<file path="config.mk">
export PLATFORM = sky130hd
export DESIGN_NAME = checkback_test_scheduler
export DESIGN_NICKNAME = d
export VERILOG_FILES = /design/src/checkback_test_scheduler.v
export VERILOG_INCLUDE_DIRS = /design/src /design/src/pkg
export SDC_FILE = /design/constraint.sdc
export NUM_CORES = 1
export LEC_CHECK = 0
export BUFFER_PORTS_ARGS = -buffer_cell sky130_fd_sc_hd__buf_4
export CORE_ASPECT_RATIO = 0.7
export CORE_MARGIN = 8
export CORE_UTILIZATION = 60
export DETAILED_ROUTE_END_ITERATION = 8
export PLACE_DENSITY = 0.82
export SLEW_MARGIN = 0
export SYNTH_ARGS = -nofsm -noshare
export SYNTH_HDL_FRONTEND = slang
export SYNTH_SLANG_ARGS = --single-unit
</file>
<file path="constraint.sdc">
create_clock -name clk_i -period 9.8 [get_ports clk_i]
set_input_delay 1.96 -clock clk_i [delete_from_list [all_inputs] [get_ports clk_i]]
set_output_delay 1.96 -clock clk_i [all_outputs]
set_load 0.1 [all_outputs]
</file>
<file path="src/pkg/checkback_regs.vh">
// Register map, field positions, reset values and time figures of the checkback scheduler
`ifndef CHECKBACK_REGS_VH
`define CHECKBACK_REGS_VH
// Register byte offsets
`define CB_CTRL_OFS        8'h00
`define CB_SCHED_OFS       8'h04
`define CB_TIMES_OFS       8'h08
`define CB_STATUS_OFS      8'h0c
`define CB_CMD_OFS         8'h10
// Control register fields
`define CB_CTRL_AUTO       0
`define CB_CTRL_TIMED      1
`define CB_CTRL_RECOV      2
`define CB_CTRL_SYNC       3
`define CB_CTRL_FALLBK     4
`define CB_CTRL_CODED      5
`define CB_CTRL_ADDR_LO    8
`define CB_CTRL_RST        12'h000
// Schedule register fields
`define CB_SCHED_PER_LO    0
`define CB_SCHED_REC_LO    8
`define CB_SCHED_RTY_LO    16
`define CB_PERIOD_RST      7'h08
`define CB_RECPER_RST      6'h14
`define CB_RETRY_RST       4'h3
// Times register: four 5-bit hours, one per byte
`define CB_TIMES_RST       32'h14100c08
// Command register fields
`define CB_CMD_TEST        0
`define CB_CMD_CLR_MAJOR   1
// Limits, time figures and CRC constants, each in its own unit
`define CB_PERIOD_MIN_HR   7'd1
`define CB_PERIOD_MAX_HR   7'd120
`define CB_REC_MIN_MIN     6'd5
`define CB_REC_MAX_MIN     6'd60
`define CB_HOUR_MAX        5'd23
`define CB_REC_PASSES      2'd3
`define CB_GRACE_STEP_MIN  13'd5
`define CB_TIMED_OFS_MIN   6'd5
`define CB_SEC_PER_MIN     6'd60
`define CB_MIN_PER_HR      13'd60
`define CB_CAR_BASE_SEC    6'd5
`define CB_CAR_STEP_SEC    6'd5
`define CB_CAR_MAX_ADDR    4'd4
`define CB_REC_OUT_SEC     3'd5
`define CB_SYNC_HOUR       5'd0
`define CB_SYNC_MIN        6'd30
`define CB_CRC_POLY        16'h1021
`define CB_CRC_INIT        16'hffff
`endif

</file>
<file path="src/checkback_test_scheduler.v">
// Checkback test scheduler: timing, recovery, retries, keyed carrier and CRC checking
`include "checkback_regs.vh"
module checkback_test_scheduler #(
  parameter KEY_REPLY_SEC = 5
) (
  input  wire        clk_i,
  input  wire        rst_i,
  input  wire        cyc_i,
  input  wire        stb_i,
  input  wire        we_i,
  input  wire [7:0]  adr_i,
  input  wire [3:0]  sel_i,
  input  wire [31:0] dat_i,
  output wire [31:0] dat_o,
  output wire        ack_o,
  input  wire        user_settings_position_i,
  input  wire        front_test_switch_i,
  input  wire        sec_tick_i,
  input  wire [4:0]  rtc_hour_i,
  input  wire [5:0]  rtc_min_i,
  input  wire [5:0]  rtc_sec_i,
  output wire        sync_send_o,
  input  wire        sync_rx_i,
  output wire        rtc_load_o,
  output wire        test_start_o,
  output wire        test_coded_o,
  output wire        test_low_power_o,
  input  wire        test_done_i,
  input  wire        test_pass_i,
  input  wire        rx_test_good_i,
  input  wire        carrier_det_i,
  output wire        key_carrier_o,
  input  wire        rx_bit_i,
  input  wire        rx_bit_valid_i,
  input  wire        rx_msg_end_i,
  output wire        msg_good_o,
  output wire        msg_bad_o,
  output wire        major_alarm_o,
  output wire        recovery_led_o,
  output wire        recovery_out_o
);

  localparam S_IDLE = 2'b01, S_WAIT = 2'b10;
  localparam [31:0] TIMES_RST = `CB_TIMES_RST;

  reg  [11:0] ctrl_q;
  reg  [6:0]  per_hr_q;
  reg  [5:0]  rec_min_q, psec_q, rsec_q, rmin_q, car_sec_q, key_sec_q;
  reg  [3:0]  retry_q, tries_q;
  reg  [4:0]  time_q [0:3];
  reg  [31:0] rdat_q;
  reg  [12:0] pmin_q;
  reg  [1:0]  state_q, pass_cnt_q;
  reg  [2:0]  rout_q;
  reg  [15:0] crc_q;
  reg         ack_q, wr_rej_q, seen_q, pend_q, start_q, coded_q, fb_q, major_q, in_rec_q;
  reg         led_steady_q, blink_q, sync_q, load_q, car_prev_q, key_q, good_q, bad_q, lowp_q;
  wire        auto_en   = ctrl_q[`CB_CTRL_AUTO];
  wire        timed_en  = ctrl_q[`CB_CTRL_TIMED];
  wire        rec_en    = ctrl_q[`CB_CTRL_RECOV];
  wire        sync_en   = ctrl_q[`CB_CTRL_SYNC];
  wire        fb_en     = ctrl_q[`CB_CTRL_FALLBK];
  wire        prim_cd   = ctrl_q[`CB_CTRL_CODED];
  wire [3:0]  addr      = ctrl_q[`CB_CTRL_ADDR_LO+3:`CB_CTRL_ADDR_LO];
  wire        is_master = (addr == 4'h0);
  // Bus request decode
  wire        req    = cyc_i & stb_i & ~ack_q;
  wire        wr     = req & we_i & (&sel_i);
  wire        wr_cfg = wr & ((adr_i == `CB_CTRL_OFS) | (adr_i == `CB_SCHED_OFS)
                             | (adr_i == `CB_TIMES_OFS));
  wire        wr_cmd = wr & (adr_i == `CB_CMD_OFS);
  // Range checks for schedule and times writes
  wire [6:0]  w_per  = dat_i[`CB_SCHED_PER_LO+6:`CB_SCHED_PER_LO];
  wire [5:0]  w_rec  = dat_i[`CB_SCHED_REC_LO+5:`CB_SCHED_REC_LO];
  wire        sched_ok = (w_per >= `CB_PERIOD_MIN_HR) && (w_per <= `CB_PERIOD_MAX_HR) &&
                         (w_rec >= `CB_REC_MIN_MIN) && (w_rec <= `CB_REC_MAX_MIN);
  wire        times_ok = (dat_i[4:0] <= `CB_HOUR_MAX) && (dat_i[12:8] <= `CB_HOUR_MAX) &&
                         (dat_i[20:16] <= `CB_HOUR_MAX) && (dat_i[28:24] <= `CB_HOUR_MAX);
  wire        val_ok = (adr_i == `CB_SCHED_OFS) ? sched_ok :
                       (adr_i == `CB_TIMES_OFS) ? times_ok : 1'b1;
  wire        cfg_take = wr_cfg & user_settings_position_i & val_ok;
  // Test outcome events
  wire        done_ev  = (state_q == S_WAIT) & test_done_i & ~start_q;
  wire        retry_ok = ({1'b0, tries_q} + 5'd1) < {1'b0, retry_q};
  wire        last_fb  = prim_cd & fb_en & ~fb_q;
  wire        pass_ev  = done_ev & test_pass_i;
  wire        fail_ev  = done_ev & ~test_pass_i & ~retry_ok & ~last_fb;
  wire        good_ev  = pass_ev | rx_test_good_i;
  // Schedule triggers
  wire [12:0] per_lim  = {6'h00, per_hr_q} * `CB_MIN_PER_HR;
  wire [12:0] grace    = {9'h000, addr} * `CB_GRACE_STEP_MIN;
  wire        min_ev   = sec_tick_i & (psec_q == `CB_SEC_PER_MIN - 6'd1);
  wire        per_fire = auto_en & ~timed_en & ~in_rec_q & min_ev &
                         ((pmin_q + 13'd1) == (per_lim + grace));
  wire [5:0]  t_min    = `CB_TIMED_OFS_MIN + grace[5:0];
  wire        hr_hit   = (rtc_hour_i == time_q[0]) | (rtc_hour_i == time_q[1]) |
                         (rtc_hour_i == time_q[2]) | (rtc_hour_i == time_q[3]);
  wire        tim_fire = auto_en & timed_en & ~in_rec_q & sec_tick_i & hr_hit &
                         (rtc_min_i == t_min) & (rtc_sec_i == 6'h00) &
                         (is_master | ~seen_q);
  wire        rmin_ev  = sec_tick_i & (rsec_q == `CB_SEC_PER_MIN - 6'd1);
  wire        rec_fire = auto_en & in_rec_q & rmin_ev &
                         ((rmin_q + 6'd1) == rec_min_q);
  wire        man_req  = front_test_switch_i | (wr_cmd & dat_i[`CB_CMD_TEST]);
  wire        auto_req = per_fire | tim_fire | rec_fire;
  // Own carrier duration, none beyond the table
  wire [5:0]  own_dur  = (addr <= `CB_CAR_MAX_ADDR) ?
                         (`CB_CAR_BASE_SEC + {2'b00, addr} * `CB_CAR_STEP_SEC) : 6'h00;
  wire        crc_fb   = crc_q[15] ^ rx_bit_i;
  wire [15:0] crc_nx   = {crc_q[14:0], 1'b0} ^ (crc_fb ? `CB_CRC_POLY : 16'h0000);

  // Wishbone slave: one wait state, unmapped reads give zero
  always @(posedge clk_i) begin
    if (rst_i) begin
      ack_q  <= 1'b0;
      rdat_q <= 32'h00000000;
    end else begin
      ack_q <= req;
      if (req) begin
        if (adr_i == `CB_CTRL_OFS) begin
          rdat_q <= {20'h00000, ctrl_q};
        end else if (adr_i == `CB_SCHED_OFS) begin
          rdat_q <= {12'h000, retry_q, 2'b00, rec_min_q, 1'b0, per_hr_q};
        end else if (adr_i == `CB_TIMES_OFS) begin
          rdat_q <= {3'b000, time_q[3], 3'b000, time_q[2], 3'b000, time_q[1],
                     3'b000, time_q[0]};
        end else if (adr_i == `CB_STATUS_OFS) begin
          rdat_q <= {24'h000000, fb_q, wr_rej_q, pass_cnt_q, (state_q == S_WAIT),
                     major_q, recovery_led_o, in_rec_q};
        end else begin
          rdat_q <= 32'h00000000;
        end
      end
    end
  end

  // Configuration registers
  always @(posedge clk_i) begin
    if (rst_i) begin
      ctrl_q    <= `CB_CTRL_RST;
      per_hr_q  <= `CB_PERIOD_RST;
      rec_min_q <= `CB_RECPER_RST;
      retry_q   <= `CB_RETRY_RST;
      time_q[0] <= TIMES_RST[4:0];
      time_q[1] <= TIMES_RST[12:8];
      time_q[2] <= TIMES_RST[20:16];
      time_q[3] <= TIMES_RST[28:24];
      wr_rej_q  <= 1'b0;
    end else begin
      if (wr_cfg) begin
        wr_rej_q <= ~cfg_take;
      end
      if (cfg_take && adr_i == `CB_CTRL_OFS) begin
        ctrl_q <= dat_i[11:0];
      end else if (cfg_take && adr_i == `CB_SCHED_OFS) begin
        per_hr_q  <= w_per;
        rec_min_q <= w_rec;
        retry_q   <= dat_i[`CB_SCHED_RTY_LO+3:`CB_SCHED_RTY_LO];
      end else if (cfg_take && adr_i == `CB_TIMES_OFS) begin
        time_q[0] <= dat_i[4:0];
        time_q[1] <= dat_i[12:8];
        time_q[2] <= dat_i[20:16];
        time_q[3] <= dat_i[28:24];
      end
    end
  end

  // Periodic and recovery timers on the one-second tick
  always @(posedge clk_i) begin
    if (rst_i) begin
      psec_q <= 6'h00;
      pmin_q <= 13'h0000;
      rsec_q <= 6'h00;
      rmin_q <= 6'h00;
      seen_q <= 1'b0;
    end else begin
      if (good_ev || per_fire) begin
        psec_q <= 6'h00;
        pmin_q <= 13'h0000;
      end else if (sec_tick_i) begin
        psec_q <= min_ev ? 6'h00 : psec_q + 6'd1;
        if (min_ev && pmin_q != 13'h1fff) begin
          pmin_q <= pmin_q + 13'd1;
        end
      end
      if (!in_rec_q || rec_fire) begin
        rsec_q <= 6'h00;
        rmin_q <= 6'h00;
      end else if (sec_tick_i) begin
        rsec_q <= rmin_ev ? 6'h00 : rsec_q + 6'd1;
        if (rmin_ev) begin
          rmin_q <= rmin_q + 6'd1;
        end
      end
      // Good test seen since the hour began
      if (good_ev) begin
        seen_q <= 1'b1;
      end else if (sec_tick_i && rtc_min_i == 6'h00 && rtc_sec_i == 6'h00) begin
        seen_q <= 1'b0;
      end
    end
  end

  // Test sequencing with retries and coded-to-uncoded fallback
  always @(posedge clk_i) begin
    if (rst_i) begin
      state_q <= S_IDLE;
      pend_q  <= 1'b0;
      start_q <= 1'b0;
      coded_q <= 1'b0;
      fb_q    <= 1'b0;
      tries_q <= 4'h0;
      lowp_q  <= 1'b0;
    end else begin
      start_q <= 1'b0;
      if (man_req || auto_req) begin
        pend_q <= 1'b1;
      end
      case (state_q)
        S_IDLE: begin
          if (pend_q) begin
            pend_q  <= man_req | auto_req;
            start_q <= 1'b1;
            coded_q <= prim_cd;
            lowp_q  <= in_rec_q;
            fb_q    <= 1'b0;
            tries_q <= 4'h0;
            state_q <= S_WAIT;
          end
        end
        S_WAIT: begin
          if (done_ev) begin
            if (test_pass_i) begin
              state_q <= S_IDLE;
            end else if (retry_ok) begin
              tries_q <= tries_q + 4'd1;
              start_q <= 1'b1;
            end else if (last_fb) begin
              fb_q    <= 1'b1;
              coded_q <= 1'b0;
              start_q <= 1'b1;
            end else begin
              state_q <= S_IDLE;
            end
          end
        end
        default: begin
          state_q <= S_IDLE;
        end
      endcase
    end
  end

  // Major alarm, carrier recovery and indicator
  always @(posedge clk_i) begin
    if (rst_i) begin
      major_q      <= 1'b0;
      in_rec_q     <= 1'b0;
      pass_cnt_q   <= 2'b00;
      led_steady_q <= 1'b0;
      blink_q      <= 1'b0;
      rout_q       <= 3'h0;
    end else begin
      if (fail_ev) begin
        major_q <= 1'b1;
      end else if (pass_ev || (wr_cmd && dat_i[`CB_CMD_CLR_MAJOR])) begin
        major_q <= 1'b0;
      end
      if (!in_rec_q) begin
        pass_cnt_q <= 2'b00;
        blink_q    <= 1'b0;
        if (fail_ev && rec_en && is_master) begin
          in_rec_q     <= 1'b1;
          led_steady_q <= 1'b0;
        end
      end else begin
        if (sec_tick_i) begin
          blink_q <= ~blink_q;
        end
        if (fail_ev) begin
          pass_cnt_q <= 2'b00;
        end else if (pass_ev) begin
          // Manual and scheduled passes count alike
          if (pass_cnt_q + 2'd1 == `CB_REC_PASSES) begin
            in_rec_q     <= 1'b0;
            led_steady_q <= 1'b1;
            rout_q       <= `CB_REC_OUT_SEC;
          end else begin
            pass_cnt_q <= pass_cnt_q + 2'd1;
          end
        end
      end
      if (rout_q != 3'h0 && sec_tick_i && !(pass_ev && in_rec_q)) begin
        rout_q <= rout_q - 3'd1;
      end
    end
  end

  // Daily clock synchronisation
  always @(posedge clk_i) begin
    if (rst_i) begin
      sync_q <= 1'b0;
      load_q <= 1'b0;
    end else begin
      sync_q <= is_master & sync_en & auto_en & sec_tick_i & (rtc_hour_i == `CB_SYNC_HOUR) &
                (rtc_min_i == `CB_SYNC_MIN) & (rtc_sec_i == 6'h00);
      load_q <= ~is_master & sync_rx_i;
    end
  end

  // Keyed carrier duration recognition and reply
  always @(posedge clk_i) begin
    if (rst_i) begin
      car_sec_q  <= 6'h00;
      car_prev_q <= 1'b0;
      key_q      <= 1'b0;
      key_sec_q  <= 6'h00;
    end else begin
      car_prev_q <= carrier_det_i;
      if (!carrier_det_i) begin
        car_sec_q <= 6'h00;
      end else if (sec_tick_i && car_sec_q != 6'h3f) begin
        car_sec_q <= car_sec_q + 6'd1;
      end
      if (car_prev_q && !carrier_det_i && !key_q && own_dur != 6'h00 &&
          car_sec_q == own_dur) begin
        key_q     <= 1'b1;
        key_sec_q <= 6'h00;
      end else if (key_q && sec_tick_i) begin
        if (key_sec_q + 6'd1 == KEY_REPLY_SEC[5:0]) begin
          key_q <= 1'b0;
        end
        key_sec_q <= key_sec_q + 6'd1;
      end
    end
  end

  // CRC-16 check over message plus appended check word
  always @(posedge clk_i) begin
    if (rst_i) begin
      crc_q  <= `CB_CRC_INIT;
      good_q <= 1'b0;
      bad_q  <= 1'b0;
    end else begin
      good_q <= 1'b0;
      bad_q  <= 1'b0;
      if (rx_msg_end_i) begin
        good_q <= (crc_q == 16'h0000);
        bad_q  <= (crc_q != 16'h0000);
        crc_q  <= `CB_CRC_INIT;
      end else if (rx_bit_valid_i) begin
        crc_q <= crc_nx;
      end
    end
  end

  // Output drive
  assign dat_o            = rdat_q;
  assign ack_o            = ack_q;
  assign sync_send_o      = sync_q;
  assign rtc_load_o       = load_q;
  assign test_start_o     = start_q;
  assign test_coded_o     = coded_q;
  assign test_low_power_o = lowp_q;
  assign key_carrier_o    = key_q;
  assign msg_good_o       = good_q;
  assign msg_bad_o        = bad_q;
  assign major_alarm_o    = major_q;
  assign recovery_led_o   = in_rec_q ? blink_q : led_steady_q;
  assign recovery_out_o   = (rout_q != 3'h0);

endmodule // checkback_test_scheduler

</file>
==> summary.txt <==
Status
  • Status: finished, final reports clean

Power
  • Overall Power: 1.59 mW
  • Sequential share of power: 43.3%
  • Static leakage: 4.38 nW
  • Peak VDD IR: 0.000121 V
  • Pint: 1.17 mW
  • Switch share: 26.4%
  • P_sw: 420 uW
  • Cell Pwr Density: 148 nW/um^2
  • Comb pwr share: 12.0%
  • Clock group share of total power: 44.7%

Worst setup path
  • R2R depth: 12
  • CP Capture Type: flop
  • CP Data Required Time: 10.06 ns
  • CP max FO: 14
  • Startpoint types: flop
  • WS Path Type: flop to flop
  • Crit path DAT: 5.43 ns

Clocking
  • H-tree levels: 4
  • Clock Tree Root: clkbuf_16
  • Clk slew on worst S/H paths: 0.07 ns
  • CTS buffer count: 17
  • CTS Buffer Depth: 2
  • Worst skew pair latency: 0.43 ns
  • Post_cts resized: 0
  • CTS tree: built
  • Hold-fix buffers, CTS: 0
  • CTS sink count: 161
  • Post-CTS Setup Bufs: 0

Flow run
  • Max Cap Viol: 0

Route
  • WL per Instance: 17.5 um
  • Initial DRC count: 822
  • DR vias: 7811
  • Vias per cell: 5.87
  • DR DRC count: 0
  • Pre-antenna DRT Iters: 5
  • Antenna Violating Nets Remaining: 0
  • Routed wire length: 23200 um

Place
  • Hpwl dp: 17000 um
  • Final GP Congestion: 0.856
  • Placed cells: 1298
  • DP Worst Slack: 4.47 ns
  • Port Buffers: 104

STA
  • Rel. slew slack: 23.6%
  • Crit share post-route: 52.8%
  • Hold Vio Cnt, Final: 0
  • # setup viols final: 0
  • Fmax: 0.193 GHz
  • Worst Tran Pin Value: 1.15 ns
  • Setup TNS: 0 ns
  • Slew Viols, Final: 0
  • Setup ws final: 4.63 ns
  • Hold slack: 0.452 ns
  • RSZ-0062 raised after global routing: no
  • Fin crit period: 5.17 ns
  • Worst Skew: 0.00734 ns

Die
  • Starting Density: 60.5%
  • Die span in x: 164 um
  • Core box area: 15300 um^2
  • Rows: 38
  • Top Ports: 121
  • Chip Height: 120 um
  • Die area: 19700 um^2

Final layout
  • NumNets Final: 1254
  • Multi-input logic area: 5480 um^2
  • Synthesis-to-finish area growth: 16.0%
  • Fill cells: 1158
  • FF/Latch Area: 3420 um^2
  • Ant diodes: 0
  • Finished Layout Cells: 1330
  • Share of cells above drive strength 1: 15.9%

Logic synthesis
  • Synth top area cells: dfxtp_1 (31%), edfxtp_1 (6.5%), ha_1 (6.4%)
  • Largest area contributor in the netlist: dfxtp_1
  • Number of synthesized flops with an enable pin: 20
  • Synth top area share: 30.6%
  • Post-Syn Area: 9230 um^2
  • Count of different cell masters after synthesis: 71
  • Post-synthesis sequential area ratio: 37.1%
  • Mapped Cells: 1035
  • Register bit total from synthesis: 161
  • Syn Area/Cell: 8.92 um^2
  • Synth Warn #: 0
  • Ys flop type: dfxtp_1
  • Share of async-settable or async-resettable flops after synthesis: 0%

Worst hold path
  • Hold Crit Depth: 2
  • Worst hold path class: flop to flop

Global route
  • Vias in the first global route: 7339
  • First-pass GRT wire length: 37700 um
  • Grt total ovfl: 0
  • Global-route usage over all layers: 23.6%
  • Initial antenna violation count: 0
  • Largest net degree at the start of global routing: 51
-- synth_stat cells (29+ instances only) --
cell type,number
nor2_1,88
nand2_1,125
a21oi_1,65
dfxtp_1,141
xor2_1,56
o21ai_0,30
mux2i_1,35
xnor2_1,61
inv_1,29
clkbuf_1,35
nor3_1,32
ha_1,47
nand3_1,42
-- power by group through the flow --
stage                     Clock (mW)  Combinational (mW)  Sequential [mW]
after detailed placement           0               0.189            0.702
after floorplan                    0               0.122            0.714
after global routing           0.742               0.202            0.689
after CTS                      0.716               0.190            0.687
final                          0.710               0.191            0.688
after global placement             0               0.186            0.701
-- logic make-up (layout without fill, tap and decap cells) --
| family | after synthesis | in the layout | synth area share (%) |
|---|---|---|---|
| other | 1 | 8 | 0.0406 |
| muxes | 42 | 42 | 5.26 |
| DFF | 161 | 161 | 37.1 |
| adders and majority gates | 60 | 60 | 9.19 |
| AOI/OAI and AO/OA | 149 | 149 | 10.1 |
| and+or+nand+nor | 424 | 424 | 23.3 |
| buffers and inverters | 81 | 169 | 3.82 |
| xor gates and xnor gates | 117 | 117 | 11.1 |
-- final cells by class --
type | instances | area share [%]
Multi-Input combinational cell | 800 | 51.2
Sequential cell | 161 | 32.0
Timing Repair Buffer | 108 | 7.58
Clock buffer | 17 | 3.98
Tap cell | 200 | 2.34
Clock inverter | 15 | 1.91
Inverter | 29 | 1.02
-- flip-flops by register name, summed over array words and instances, names as in the netlist, 6 cells and up --
| name | count |
|---|---|
| dat_o | 24 |
| key_sec_q | 6 |
| crc_q | 16 |
| rec_min_q | 6 |
| rmin_q | 6 |
| ctrl_q | 12 |
| rsec_q | 6 |
| time_q | 20 |
| per_hr_q | 7 |
| psec_q | 6 |
| pmin_q | 13 |
| car_sec_q | 6 |
-- path summary, 6_finish.rpt --
path / startpoint / to / slack [ns]
worst max-delay path: per_hr_q[2]$_SDFFE_PP0P_ / pmin_q[2]$_SDFFE_PP0P_ / 4.63
worst min-delay path: dat_o[9]$_SDFFE_PP0P_ / dat_o[9]$_SDFFE_PP0P_ / 0.45
worst max register to register: per_hr_q[2]$_SDFFE_PP0P_ / pmin_q[2]$_SDFFE_PP0P_ / 4.63
worst min register to register: dat_o[9]$_SDFFE_PP0P_ / dat_o[9]$_SDFFE_PP0P_ / 0.45
-- metal layers --
metal	wire length, um	track usage, %
met5	0	0
met2	10500	36.4
met1	10400	32.9
met3	2020	5.34
met4	375	6.34
-- stage by stage --
step | util, % | cell area, um^2
after global routing | 70.1 | 10700
after detailed placement | 66.0 | 10100
after global placement | 66.0 | 10100
after CTS | 70.1 | 10700
after floorplan | - | 9250
final | 70.1 | 10700
-- cells in the final DEF (no fill, tap or decap), drive strengths merged, types with 30 or more instances in the layout --
cell,netlist,layout
nand2,127,127
xor2,56,56
mux2i,35,35
buf,17,108
xnor2,61,61
dfxtp,141,141
inv,29,34
nor3,42,42
ha,47,47
a21oi,65,65
o21ai,30,30
nor2,88,88
nand3,43,43
-- critical path: stages (launching register included) --
cell and delay (ns):
dfxtp_1 0.51, fa_1 0.52, fa_1 0.54, fa_1 0.45, xor2_1 0.18, ha_1 0.35
nand2_1 0.06, o21ai_0 0.45, xnor2_1 0.18, xnor2_1 0.14, or3_1 0.45, a2111oi_4 1.04
nor3_1 0.13
Note: power is estimated with default switching activity, not from simulation.
